`config.mk`:
```
export PLATFORM = sky130hd
export DESIGN_NAME = socket_extension_registers
export DESIGN_NICKNAME = d
export VERILOG_FILES = /design/src/rtl/ext_regs_pkg.sv /design/src/rtl/byte_store.sv /design/src/rtl/socket_extension_registers.sv
export SDC_FILE = /design/constraint.sdc
export NUM_CORES = 1
export LEC_CHECK = 0
export BUFFER_PORTS_ARGS = -buffer_cell sky130_fd_sc_hd__buf_4
export CORE_UTILIZATION = 45
export DETAILED_ROUTE_END_ITERATION = 16
export PLACE_DENSITY = 0.71
export SYNTH_ARGS = -nofsm -noshare
export SYNTH_HDL_FRONTEND = slang
export SYNTH_HIERARCHICAL = 1
export SYNTH_SLANG_ARGS = --single-unit
```
`constraint.sdc`:
```
create_clock -name clock -period 5.85 [get_ports clock]
set_input_delay 1.17 -clock clock [delete_from_list [all_inputs] [get_ports clock]]
set_output_delay 1.17 -clock clock [all_outputs]
set_load 0.02 [all_outputs]
```
`src/rtl/ext_regs_pkg.sv`:
```
// Package with the offsets, field positions and reset values of the socket extension registers.
package ext_regs_pkg;
  localparam logic [7:0] IDX_EXT_INDEX = 8'h2e;
  localparam logic [7:0] IDX_EXT_DATA = 8'h2f;
  localparam logic [7:0] IDX_CHIP_INFO = 8'h1f;
  localparam logic [7:0] XIDX_SCRATCH = 8'h00;
  localparam logic [7:0] XIDX_EXT_CTRL = 8'h03;
  localparam logic [7:0] XIDX_WIN_FIRST = 8'h05;
  localparam logic [7:0] XIDX_WIN_LAST = 8'h09;
  localparam logic [7:0] XIDX_MM_CTRL = 8'h25;
  localparam logic [7:0] XIDX_SIL_REV = 8'h34;
  localparam logic [7:0] XIDX_ID_FIRST = 8'h35;
  localparam logic [7:0] XIDX_ID_LAST = 8'h37;
  localparam logic [7:0] XIDX_IMPL_FIRST = 8'h38;
  localparam logic [7:0] XIDX_IMPL_LAST = 8'h3b;
  localparam int EC_PWR_LOCK = 0;
  localparam int EC_AUTO_CLR = 1;
  localparam int EC_LAMP_EN = 2;
  localparam int EC_CIRQ_INV = 3;
  localparam int EC_MIRQ_INV = 4;
  localparam int EC_PULLUP_OFF = 5;
  localparam logic [7:0] EC_MASK = 8'h3f;
  localparam int MM_EXPAND = 6;
  localparam int MM_ARM = 7;
  localparam logic [7:0] MM_MASK = 8'hc0;
  localparam int PWR_VCC_BIT = 4;
  localparam int NUM_WIN = 5;
  localparam logic [7:0] RST_BYTE = 8'h00;
  localparam logic [7:0] RST_IMPL_A = 8'h09;
endpackage : ext_regs_pkg

```
`src/rtl/byte_store.sv`:
```
// Small register array with registered read data, used for window bytes and implementation bytes.
module byte_store #(
  parameter int DEPTH = 5,
  parameter int AW = 3
) (
  input wire logic clock,
  input wire logic rst_n,
  input wire logic we,
  input wire logic [AW-1:0] waddr,
  input wire logic [7:0] wdata,
  input wire logic [AW-1:0] raddr,
  output logic [7:0] rdata,
  output logic [DEPTH*8-1:0] all_bytes
);
  typedef struct packed {
    logic [DEPTH-1:0][7:0] mem;
    logic [7:0] rd;
  } store_t;
  store_t s_q, s_d;
  always_comb begin
    s_d = s_q;
    if (we && (int'(waddr) < DEPTH)) begin
      s_d.mem[waddr] = wdata;
    end
    s_d.rd = (int'(raddr) < DEPTH) ? s_q.mem[raddr] : 8'h00;
  end
  always_ff @(posedge clock or negedge rst_n) begin
    if (!rst_n) begin
      s_q <= '0;
    end else begin
      s_q <= s_d;
    end
  end
  assign rdata = s_q.rd;
  assign all_bytes = s_q.mem;
endmodule : byte_store

```
`src/rtl/socket_extension_registers.sv`:
```
// Extended per-socket register bank behind the index/data pair, with its socket side effects.
module socket_extension_registers #(
  parameter logic [7:0] SILICON_REV = 8'h01,
  parameter logic [7:0] ID_BYTE_0 = 8'h5a,
  parameter logic [7:0] ID_BYTE_1 = 8'h00,
  parameter logic [7:0] ID_BYTE_2 = 8'h00,
  parameter logic [7:0] CHIP_INFO_EXT = 8'h3c
) (
  input wire logic clock,
  input wire logic rst_n,
  input wire logic reg_wr,
  input wire logic reg_rd,
  input wire logic [7:0] reg_index,
  input wire logic [7:0] reg_wdata,
  output logic [7:0] reg_rdata,
  output logic reg_rvalid,
  input wire logic [7:0] chip_info,
  input wire logic pwr_wr,
  input wire logic [7:0] pwr_wdata,
  output logic vcc_enable,
  input wire logic card_present_raw,
  output logic detect_pullup_en,
  output logic card_inserted,
  output logic card_removed,
  output logic card_detect_irq,
  input wire logic card_cycle_active,
  output logic activity_lamp_n,
  input wire logic card_irq_req,
  output logic card_irq_o,
  output logic card_irq_oe,
  input wire logic mgmt_irq_req,
  output logic mgmt_irq_o,
  output logic mgmt_irq_oe,
  input wire logic [31:0] host_addr,
  input wire logic [ext_regs_pkg::NUM_WIN-1:0] win_base_hit,
  output logic [ext_regs_pkg::NUM_WIN-1:0] win_hit,
  input wire logic mm_enable,
  output logic mm_active,
  output logic mm_bus_float
);
  typedef struct packed {
    logic [7:0] xindex;
    logic [7:0] scratch;
    logic [7:0] ext_ctrl;
    logic [7:0] mm_ctrl;
    logic [7:0] rdata;
    logic rvalid;
    logic vcc;
    logic present;
    logic ins;
    logic rem;
    logic cd_irq;
    logic lamp_n;
    logic cirq_o;
    logic cirq_oe;
    logic mirq_o;
    logic mirq_oe;
    logic pull_en;
    logic [ext_regs_pkg::NUM_WIN-1:0] hit;
    logic mm_act;
    logic mm_float;
  } state_t;
  state_t q, d;

  logic data_wr, data_rd, ext_ok, win_sel, impl_sel, rd_pend_q;
  logic [7:0] win_rd, impl_rd, data_val;
  logic [ext_regs_pkg::NUM_WIN*8-1:0] win_bytes;
  logic [2:0] win_addr, impl_addr;
  logic sense, mm_on;

  assign data_wr = reg_wr && (reg_index == ext_regs_pkg::IDX_EXT_DATA);
  assign data_rd = reg_rd && (reg_index == ext_regs_pkg::IDX_EXT_DATA);
  assign ext_ok = (chip_info == CHIP_INFO_EXT);
  assign win_sel = (q.xindex >= ext_regs_pkg::XIDX_WIN_FIRST) &&
                   (q.xindex <= ext_regs_pkg::XIDX_WIN_LAST);
  assign impl_sel = ext_ok && (q.xindex >= ext_regs_pkg::XIDX_IMPL_FIRST) &&
                    (q.xindex <= ext_regs_pkg::XIDX_IMPL_LAST);
  assign win_addr = 3'(q.xindex - ext_regs_pkg::XIDX_WIN_FIRST);
  assign impl_addr = 3'(q.xindex - ext_regs_pkg::XIDX_IMPL_FIRST);

  // Window bytes are held in the store; read data arrive one cycle later.
  byte_store #(.DEPTH(ext_regs_pkg::NUM_WIN), .AW(3)) u_win (
    .clock(clock),
    .rst_n(rst_n),
    .we(data_wr && win_sel),
    .waddr(win_addr),
    .wdata(reg_wdata),
    .raddr(win_addr),
    .rdata(win_rd),
    .all_bytes(win_bytes)
  );

  // The store resets to zero, so the implementation defaults are xored in on both paths.
  logic [31:0] impl_bytes;
  byte_store #(.DEPTH(4), .AW(3)) u_impl (
    .clock(clock),
    .rst_n(rst_n),
    .we(data_wr && impl_sel),
    .waddr(impl_addr),
    .wdata(reg_wdata ^ ((impl_addr == 3'h0) ? ext_regs_pkg::RST_IMPL_A : 8'h00)),
    .raddr(impl_addr),
    .rdata(impl_rd),
    .all_bytes(impl_bytes)
  );

  logic [7:0] xindex_rd_q;

  always_comb begin
    data_val = 8'h00;
    case (xindex_rd_q)
      ext_regs_pkg::XIDX_SCRATCH: data_val = q.scratch;
      ext_regs_pkg::XIDX_EXT_CTRL: data_val = q.ext_ctrl & ext_regs_pkg::EC_MASK;
      ext_regs_pkg::XIDX_MM_CTRL: data_val = q.mm_ctrl & ext_regs_pkg::MM_MASK;
      ext_regs_pkg::XIDX_SIL_REV: data_val = ext_ok ? SILICON_REV : 8'h00;
      8'h35: data_val = ext_ok ? ID_BYTE_0 : 8'h00;
      8'h36: data_val = ext_ok ? ID_BYTE_1 : 8'h00;
      ext_regs_pkg::XIDX_ID_LAST: data_val = ext_ok ? ID_BYTE_2 : 8'h00;
      default: begin
        if (xindex_rd_q >= ext_regs_pkg::XIDX_WIN_FIRST &&
            xindex_rd_q <= ext_regs_pkg::XIDX_WIN_LAST) begin
          data_val = win_rd;
        end else if (ext_ok && xindex_rd_q >= ext_regs_pkg::XIDX_IMPL_FIRST &&
                     xindex_rd_q <= ext_regs_pkg::XIDX_IMPL_LAST) begin
          data_val = impl_rd ^ ((xindex_rd_q == ext_regs_pkg::XIDX_IMPL_FIRST) ?
                                ext_regs_pkg::RST_IMPL_A : 8'h00);
        end else begin
          data_val = 8'h00;
        end
      end
    endcase
  end

  always_ff @(posedge clock or negedge rst_n) begin
    if (!rst_n) begin
      rd_pend_q <= 1'b0;
      xindex_rd_q <= 8'h00;
    end else begin
      rd_pend_q <= reg_rd;
      xindex_rd_q <= (reg_index == ext_regs_pkg::IDX_EXT_DATA) ? q.xindex : 8'hff;
    end
  end

  // Detect sensing is gated off with the pull-ups, since the inputs float then.
  assign sense = !q.ext_ctrl[ext_regs_pkg::EC_PULLUP_OFF] && card_present_raw;
  assign mm_on = q.mm_ctrl[ext_regs_pkg::MM_ARM] && mm_enable;

  always_comb begin
    d = q;
    d.ins = 1'b0;
    d.rem = 1'b0;
    d.cd_irq = 1'b0;
    d.rvalid = rd_pend_q;
    d.rdata = rd_pend_q ? ((xindex_rd_q == 8'hff) ? q.xindex : data_val) : 8'h00;
    if (reg_wr && reg_index == ext_regs_pkg::IDX_EXT_INDEX) begin
      d.xindex = reg_wdata;
    end
    if (data_wr) begin
      case (q.xindex)
        ext_regs_pkg::XIDX_SCRATCH: d.scratch = reg_wdata;
        ext_regs_pkg::XIDX_EXT_CTRL: d.ext_ctrl = reg_wdata & ext_regs_pkg::EC_MASK;
        ext_regs_pkg::XIDX_MM_CTRL: d.mm_ctrl = reg_wdata & ext_regs_pkg::MM_MASK;
        default: d.scratch = q.scratch;
      endcase
      if (q.xindex == ext_regs_pkg::XIDX_EXT_CTRL &&
          reg_wdata[ext_regs_pkg::EC_PULLUP_OFF] &&
          !q.ext_ctrl[ext_regs_pkg::EC_PULLUP_OFF] && q.present) begin
        d.cd_irq = 1'b1;
      end
    end
    if (pwr_wr && !q.ext_ctrl[ext_regs_pkg::EC_PWR_LOCK]) begin
      d.vcc = pwr_wdata[ext_regs_pkg::PWR_VCC_BIT];
    end
    if (!q.ext_ctrl[ext_regs_pkg::EC_PULLUP_OFF]) begin
      d.present = sense;
      d.ins = sense && !q.present;
      d.rem = !sense && q.present;
      if (d.rem) begin
        d.cd_irq = 1'b1;
      end
      if (d.ins) begin
        d.cd_irq = 1'b1;
      end
      if (d.rem && !q.ext_ctrl[ext_regs_pkg::EC_AUTO_CLR]) begin
        d.vcc = 1'b0;
      end
    end
    d.lamp_n = !(q.ext_ctrl[ext_regs_pkg::EC_LAMP_EN] && card_cycle_active);
    if (q.ext_ctrl[ext_regs_pkg::EC_CIRQ_INV]) begin
      d.cirq_o = 1'b0;
      d.cirq_oe = card_irq_req;
    end else begin
      d.cirq_o = card_irq_req;
      d.cirq_oe = 1'b1;
    end
    if (q.ext_ctrl[ext_regs_pkg::EC_MIRQ_INV]) begin
      d.mirq_o = 1'b0;
      d.mirq_oe = mgmt_irq_req;
    end else begin
      d.mirq_o = mgmt_irq_req;
      d.mirq_oe = 1'b1;
    end
    d.pull_en = !q.ext_ctrl[ext_regs_pkg::EC_PULLUP_OFF];
    for (int i = 0; i < ext_regs_pkg::NUM_WIN; i++) begin
      d.hit[i] = win_base_hit[i] && (host_addr[31:24] == win_bytes[i*8 +: 8]);
    end
    d.mm_act = mm_on;
    d.mm_float = mm_on && q.mm_ctrl[ext_regs_pkg::MM_EXPAND];
  end

  always_ff @(posedge clock or negedge rst_n) begin
    if (!rst_n) begin
      q <= '0;
      q.lamp_n <= 1'b1;
      q.cirq_oe <= 1'b1;
      q.mirq_oe <= 1'b1;
      q.pull_en <= 1'b1;
    end else begin
      q <= d;
    end
  end

  assign reg_rdata = q.rdata;
  assign reg_rvalid = q.rvalid;
  assign vcc_enable = q.vcc;
  assign detect_pullup_en = q.pull_en;
  assign card_inserted = q.ins;
  assign card_removed = q.rem;
  assign card_detect_irq = q.cd_irq;
  assign activity_lamp_n = q.lamp_n;
  assign card_irq_o = q.cirq_o;
  assign card_irq_oe = q.cirq_oe;
  assign mgmt_irq_o = q.mirq_o;
  assign mgmt_irq_oe = q.mirq_oe;
  assign win_hit = q.hit;
  assign mm_active = q.mm_act;
  assign mm_bus_float = q.mm_float;
endmodule : socket_extension_registers

```
Yosys cells after proc, flatten, opt, wreduce, memory -nomap -nowiden --
Cells that the tools add are included.
Storage, ports and cells: bits in registers 148, input port bits 79, logic and storage cells 143, output and inout bits 26
Operators by class: equality and inequality tests 18, $add $sub $neg 2, order comparisons 14, multiplexer cells 31, reduce and logical (&&, ||, !) cells 43, bitwise gates (word level) 2
Operators with widths (number):
- 2-to-1 mux 8 bit | 11
- equality test 8 x 6 -> 1 bit, second input constant | 10
- case mux 8 bit (6 select lines) | 1
- bitwise mux 40 bit | 1
- equality test 8 bit | 5
- bitwise mux 32 bit | 1
- logical AND 1 bit | 30
- binary-select mux 8 bit (select 3 bit) | 1
- demux 8 bit (select 3 bit) | 1
- binary-select mux 8 bit (select 2 bit) | 1
- demux 8 bit (select 2 bit) | 1
- equality test 8 x 2 -> 1 bit, second input constant | 2
- greater-or-equal comparator 8 x 3 -> 1 bit, second input constant | 2
- greater-or-equal comparator 8 x 6 -> 1 bit, second input constant | 2
- less-or-equal comparator 8 x 4 -> 1 bit, second input constant | 2
- less-or-equal comparator 8 x 6 -> 1 bit, second input constant | 2
- zero test 8 bit | 2
- XOR 8 x 4 -> 8 bit | 2
- less-than comparator 3 bit, second input constant | 3
- equality test 8 bit, second input constant | 1
- 2-to-1 mux 4 bit | 2
- 2-to-1 mux 1 bit | 7
- 2-to-1 mux 7 bit | 1
- greater-or-equal comparator 3 x 1 -> 1 bit, second input constant | 2
- other kinds (9) | 17

Logic depth before layout (Yosys ltp) --
Gate-level depths: netlist of the first run.
depth in word-level cells 9, mapped depth 8, depth with buffers taken out 8

Cells and area by module --
The synthesis of the first run kept the hierarchy.
By module, submodules not included:
- socket_extension_registers | cells an instance 308, instances 1, area each 3276.9 um2, sequential area each 1506.4 um2
- byte_store at u_win | cells an instance 136, instances 1, area each 2055.7 um2, sequential area each 1201.2 um2
- byte_store at u_impl | cells an instance 108, instances 1, area each 1671.6 um2, sequential area each 1001.0 um2

Least setup slack after synthesis of the first run --
Ideal clock, no wire load.
path type input to register, start point in reg_index[4], end point reg u_win.s_q (netlist bit u_win/all_bytes[32]), stages 7, setup slack 2680 ps, buffers on the path 0, library setup time 125 ps, required time 5725 ps, data arrival time 3045 ps, cells stage by stage nor4b_4 -> nand3_1 -> or2_2 -> nor2_1 -> nand2_1 -> nor3_2 -> mux2_2
Between the ends: longest elaborated chain between the ends 4
RTL lines:
- start, declared | line socket_extension_registers.sv:13 | input wire logic [7:0] reg_index,
- equality test 8 x 6 -> 1 bit | line socket_extension_registers.sv:71 | assign data_wr = reg_wr && (reg_index == ext_regs_pkg::IDX_EXT_DATA);
- logical AND 1 bit | line socket_extension_registers.sv:71
- logical AND 1 bit | line socket_extension_registers.sv:85 | .we(data_wr && win_sel),
- logical AND 1 bit | line byte_store.sv:22 | if (we && (int'(waddr) < DEPTH)) begin
- end signal, assigned | line byte_store.sv:29 | s_q <= '0;
- end signal, assigned | line byte_store.sv:31 | s_q <= s_d;
- end, declared | line byte_store.sv:19 | store_t s_q, s_d;
No other way between the ends. A chain may end at the register's enable or synchronous reset.

Worst setup path in the final report of the first run --
start point reg q[51] (netlist name), end point reg u_win.s_q (netlist bit u_win/all_bytes[36])
Between the ends: longest elaborated chain between the ends 6, elaborated cells on any way between the ends 13, classes of those cells 1 x add/sub; 5 x order compare; 3 x mux; 4 x reduce/logical
RTL lines:
- start, declared | line socket_extension_registers.sv:63 | state_t q, d;
- subtractor 3 bit (*) | line socket_extension_registers.sv:78 | assign win_addr = 3'(q.xindex - ext_regs_pkg::XIDX_WIN_FIRST);
- via win_addr[0] | line socket_extension_registers.sv:68 | logic [2:0] win_addr, impl_addr;
- less-than comparator 3 x 4 -> 1 bit (implied by the code) / greater-or-equal comparator 3 x 1 -> 1 bit (equally long branches) | line byte_store.sv:23 | s_d.mem[waddr] = wdata;
- logical AND 1 bit (implied by the code) | line byte_store.sv:23
- 2-to-1 mux 8 bit (implied by the code) | line byte_store.sv:23
- demux 8 bit (select 3 bit)
- bitwise mux 40 bit | line byte_store.sv:23
Mark *: on every way through the listed nets, which the timed path passes. The rest lies on a longest branch.

==> flow_metrics.env, run 1 <==
export IMPL_status="completed"
export IMPL_setup_viol=0
export IMPL_ys_flop_type="dfrtp_1"
export IMPL_start_util_pct=46.1
export IMPL_min_from="q[37]"
export IMPL_cts_tree="done"
export IMPL_hp_class="reg2reg"
export IMPL_ys_top_cells_by_count="dfrtp_1 (144), mux2_2 (99), mux2i_1 (27), xnor2_1 (26), nor2_1 (21)"
export IMPL_num_vias=4527
export IMPL_crit_arrival_ns=3.84
export IMPL_async_flop_share_pct=100
export IMPL_htree_levels=4
export IMPL_cts_sinks=148
export IMPL_finalClockSkew_ns=0.0103
export IMPL_syn_cell_area_um2=7000
export IMPL_drt_wl_total_um=15600
export IMPL_avgSynthCellArea_um2=12.7
export IMPL_io_buffers=73
export IMPL_fillers=1265
export IMPL_overflow=0
export IMPL_max_vdd_ir_drop_uv=204
export IMPL_antenna_cells=0
export IMPL_synth_top_area_share_pct=51.4
export IMPL_synth_xor_area_share_pct=5.75
export IMPL_ys_types=57
export IMPL_clock_fmax_mhz=283
export IMPL_wl_per_cell_um=19.3
export IMPL_fin_nets=689
export IMPL_grt_pass1_vias=4577
export IMPL_synth_top_family_by_area="multiplexers"
export IMPL_layout_min_cycle_time_ns=3.54
export IMPL_cp_required_ns=6.16
export IMPL_start_kind="register"
export IMPL_via_per_inst=5.61
export IMPL_crit_fanout=22
export IMPL_ys_ff_latch=148
export IMPL_grt_total_usage_pct=20.5
export IMPL_worstReg2RegStart="q[51]"
export IMPL_drive_gt1_share_pct=37.5
export IMPL_rsz0062_at_grt="false"
export IMPL_dr_pass1_iters=4
export IMPL_drc=0
export IMPL_grt_pass1_wl_um=24600
export IMPL_cts_made_buffers=17
export IMPL_top_layer="met4"
export IMPL_die_area_um2=16100
export IMPL_grt_max_degree=102
export IMPL_synthMostInstantiatedCell="dfrtp_1"
export IMPL_synth_top_area_cell="dfrtp_1"
export IMPL_ys_warn_count=6
export IMPL_ios=105
export IMPL_drt_met1_wl_um=7040
export IMPL_post_cts_buffers=0
export IMPL_maxCapViolCount=0
export IMPL_gp_congestion=0.883
export IMPL_powerDensity_nw_per_um2=301
export IMPL_grt_antenna_before_repair=0
export IMPL_cts_repair_resized=0
export IMPL_worstMarginPinSlew_ns=1.05
export IMPL_synth_compound_area_share_pct=6.00
export IMPL_synth_simple_area_share_pct=11.1
export IMPL_synth_cells=552
export IMPL_synth_fp_nets=635
export IMPL_antenna_left=0
export IMPL_cp_startpoint="q[51]"
export IMPL_fin_ws_ns=2.31
export IMPL_fin_tns_setup_ns=0
export IMPL_cts_clk_slew_worst_paths_ns=0.06
export IMPL_row_count=45
export IMPL_synthAdderAreaFrac_pct=0.715
export IMPL_synth_seq_area_share_pct=52.9
export IMPL_cts_root_buf="clkbuf_16"
export IMPL_maxSlewHeadroom_pct=30.2
export IMPL_wl_met2_um=7510
export IMPL_dp_slack_ns=2.09
export IMPL_cts_buffer_depth=2
export IMPL_power_leakage_nw=3.96
export IMPL_drv_slew=0
export IMPL_crit_type="reg2reg"
export IMPL_place_hpwl_um=10800
export IMPL_drtIter0Drc=319
export IMPL_syn_to_final_growth_pct=18.1
export IMPL_synth_edff_count=0
export IMPL_netlist_top_cells_area="dfrtp_1 (51%), mux2_2 (16%), mux2i_1 (3.9%)"
export IMPL_wl_met3_um=670
export IMPL_design_core_area_um2=15200
export IMPL_die_h_um=127
export IMPL_muxShareOfSynthArea_pct=19.8
export IMPL_fin_crit_sh_pct=60.5
export IMPL_clock_latency_ns=0.42
export IMPL_hold_buffers=0
export IMPL_cp_end_kind="register"
export IMPL_chipWidth_um=127
export IMPL_hold_violations=0
-- metrics by stage --
stage | util [%] | hold WS [ns] | power (mW) | area, um^2 | cells
CTS | 54.4 | 0.434 | 2.51 | 8280 | 807
global route | 54.4 | 0.470 | 2.57 | 8280 | 807
floorplan | - | 0.386 | 1.16 | 7000 | 552
global placement | 49.9 | 0.421 | 1.24 | 7580 | 775
detailed placement | 49.9 | 0.425 | 1.25 | 7580 | 775
finish | 54.4 | 0.431 | 2.49 | 8280 | 807
-- critical path: stages, from the launching register on --
cell and delay, ns:
dfrtp_1 0.58, inv_1 0.57, ha_1 0.48, ha_1 0.71, nand2_1 0.13, nor3_2 0.52, mux2_2 0.41
-- layer usage --
metal / track usage (%) / vias up
li1: - / 2098
met1: 26.8 / 2291
met2: 33.4 / 119
met3: 4.64 / 19
met4: 7.98 / 0
met5: 0 / -
-- sequential cells by signal, summed over array words and instances, names as in the netlist --
signal and flops:
u_win/all_bytes 40, u_impl/all_bytes 32, q 25, reg_rdata 8, u_impl/rdata 8, u_win/rdata 8
xindex_rd_q 8, win_hit 5, activity_lamp_n 1, card_detect_irq 1, card_inserted 1, card_irq_o 1
card_irq_oe 1, card_removed 1, detect_pullup_en 1, mgmt_irq_o 1, mgmt_irq_oe 1, mm_active 1
mm_bus_float 1, rd_pend_q 1, reg_rvalid 1, vcc_enable 1
-- cells in the final DEF, fill, tap and decap left out, drive strengths merged, types with 4 or more instances in the layout --
master,n
a21oi,5
a221o,6
a22oi,6
a31oi,7
and3,7
and4bb,4
buf,75
bufinv,7
clkbuf,19
clkinv,5
dfrtp,144
dfstp,4
ha,4
inv,10
mux2,99
mux2i,27
nand2,15
nand2b,7
nand3,5
nand4,11
nor2,21
nor3,8
nor3b,5
nor4,9
nor4b,4
o21ai,12
o22ai,11
or2,6
or3,6
xnor2,26
xor2,20
-- area by class of cell --
type,count,area [um^2],share of cell area (%)
Multi-Input combinational cell,355,3040,36.7
Clock inverter,13,251,3.04
Inverter,9,33.8,0.408
Sequential cell,148,3710,44.8
Tap cell,188,235,2.84
Clock buffer,19,443,5.35
Timing Repair Buffer,75,567,6.85
-- where the power goes --
group | internal [mW] | switching (mW) | leakage [nW] | total [mW]
Combinational | 0.0683 | 0.104 | 1.65 | 0.172
Sequential | 1.04 | 0.0147 | 1.97 | 1.05
Clock | 0.854 | 0.407 | 0.341 | 1.26
-- logic make-up (layout without fill, tap and decap cells) --
family / count (synthesis) / count (layout)
buf+inv: 49 / 116
xor+xnor: 46 / 46
compound gates: 59 / 59
simple gates: 120 / 120
mux: 126 / 126
fa+ha+maj: 4 / 4
flops: 148 / 148
-- worst paths after layout --
path | endpoint | slack (ns) | cells after the start
min in group asynchronous | u_win/all_bytes[11] | 0.85 | 1
min reg2reg | activity_lamp_n | 0.43 | 1
max | u_win/all_bytes[36] | 2.31 | 6
max in group asynchronous | u_impl/all_bytes[20] | 3.88 | 2
min | activity_lamp_n | 0.43 | 1
max reg2reg | u_win/all_bytes[36] | 2.31 | 6
No activity file was read; power rests on OpenSTA's default activity.
==> inputs of run 2 (changes only) <==
Clock period 5.85 ns to 3.7 ns, I/O delays scaled along.
==> flow_metrics.env, run 2 (synthesis gave the netlist of run 1 again) <==
export IMPL_syn_to_final_growth_pct=16.6
export IMPL_die_area_um2=16100
export IMPL_powerDensity_nw_per_um2=423
export IMPL_fillers=1302
export IMPL_mostFrequentLayoutCell="dfrtp_1"
export IMPL_crit_arrival_ns=2.99
export IMPL_largest_reg_flops=40
export IMPL_antenna_left=0
export IMPL_overflow=0
export IMPL_cpMaxStageDelayCell="nor4b_4"
export IMPL_hp_class="in2async"
export IMPL_grt_antenna_before_repair=0
export IMPL_maxSlewHeadroom_pct=44.7
export IMPL_row_count=45
export IMPL_max_vdd_ir_drop_uv=330
export IMPL_grt_pass1_wl_um=25000
export IMPL_crit_fanout=8
export IMPL_chipWidth_um=127
export IMPL_rsz0062_at_grt="false"
export IMPL_clock_fmax_mhz=372
export IMPL_cts_repair_resized=0
export IMPL_grt_total_usage_pct=20.9
export IMPL_antenna_cells=0
export IMPL_cp_required_ns=4.01
export IMPL_total_power_mw=3.46
export IMPL_finalClockSkew_ns=0.00787
export IMPL_grt_pass1_vias=4700
export IMPL_htree_levels=4
export IMPL_path_cells="buf_4 -> nor4b_4 -> nand3_1 -> or2_2 -> nor2_1 -> nor4b_4 -> mux2_2"
export IMPL_crit_type="in2reg"
export IMPL_cts_clk_slew_worst_paths_ns=0.05
export IMPL_setup_viol=0
export IMPL_worstMarginPinSlew_ns=0.827
export IMPL_fin_nets=696
export IMPL_design_core_area_um2=15200
export IMPL_maxCapViolCount=0
export IMPL_wl_per_cell_um=18.9
export IMPL_grt_max_degree=90
export IMPL_cp_startpoint="reg_index[4]"
export IMPL_drive_gt1_share_pct=37.1
export IMPL_num_vias=4563
export IMPL_ios=105
export IMPL_fin_crit_sh_pct=72.6
export IMPL_drtIter0Drc=293
export IMPL_cp_end_kind="register"
export IMPL_drt_wl_total_um=15400
export IMPL_path_common_cell="nor4b_4"
export IMPL_cts_sinks=148
export IMPL_slowest_delay_ns=0.58
export IMPL_via_per_inst=5.61
export IMPL_hold_buffers=0
export IMPL_clock_latency_ns=0.43
export IMPL_drv_slew=0
export IMPL_fin_tns_setup_ns=0
export IMPL_cts_root_buf="clkbuf_16"
export IMPL_post_cts_buffers=0
export IMPL_start_util_pct=46.1
export IMPL_power_leakage_nw=3.92
export IMPL_hold_violations=0
export IMPL_mostFrequentLayoutCells="dfrtp_1 (144), mux2_2 (99), buf_4 (80)"
export IMPL_cts_made_buffers=17
export IMPL_layout_min_cycle_time_ns=2.69
export IMPL_die_h_um=127
export IMPL_place_hpwl_um=10900
export IMPL_cts_buffer_depth=2
export IMPL_drc=0
export IMPL_gp_congestion=0.885
export IMPL_worstReg2RegStart="q[51]"
export IMPL_start_kind="input port"
export IMPL_io_buffers=73
export IMPL_cts_tree="done"
export IMPL_status="completed"
export IMPL_dr_pass1_iters=4
==> run 2: area by class of cell <==
class,count,area [um^2],share of cell area [%]
Sequential cell,148,3710,45.4
Inverter,9,33.8,0.414
Clock buffer,28,497,6.08
Multi-Input combinational cell,355,3040,37.2
Clock inverter,4,23.8,0.291
Tap cell,188,235,2.88
Timing Repair Buffer,82,632,7.74
==> run 2: final timing paths <==
path                            depth (start not counted)  slack (ns)            endpoint
worst max-delay path                                    7        1.01  u_win/all_bytes[4]
worst min-delay path                                    1        0.36          mgmt_irq_o
worst max register to register                          5        1.03      u_win/rdata[0]
worst min register to register                          1        0.43     activity_lamp_n
max in group asynchronous                               2        2.52     activity_lamp_n
min in group clock                                      1        0.43           rd_pend_q
==> run 2: stage by stage <==
step                utilization, %  setup slack [ns]  std cells  area, um^2  hold WS (ns)
floorplan                        -             0.960        552        7000         0.386
finish                        53.7              1.01        814        8170         0.362
detailed placement            50.3             0.575        782        7650         0.421
global placement              50.3             0.662        782        7650         0.417
global route                  53.7             0.835        814        8170         0.416
CTS                           53.7              1.02        814        8170         0.412
==> run 2: where the power goes <==
| group | switching [mW] | internal, mW |
|---|---|---|
| combinational | 0.164 | 0.111 |
| sequential | 0.0230 | 1.65 |
| clock | 0.608 | 0.907 |
| total | 0.795 | 2.66 |
==> run 2: worst max-delay path: cells and delay by family <==
kind / cells / cell delay [ns]
AND/OR/NAND/NOR: 5 / 1.73
multiplexers: 1 / 0.40
buffers and inverters: 1 / 0.12
==> run 2: layer usage <==
| layer | up-vias | part of all wire [%] | global-route usage [%] | routed length [um] |
|---|---|---|---|---|
| li1 | 2113 | - | - | - |
| met4 | 0 | 3.2 | 10.6 | 495 |
| met1 | 2283 | 45 | 27.3 | 6980 |
| met2 | 132 | 47 | 33.0 | 7260 |
| met3 | 35 | 4.2 | 4.60 | 640 |
| met5 | - | 0 | 0 | 0 |
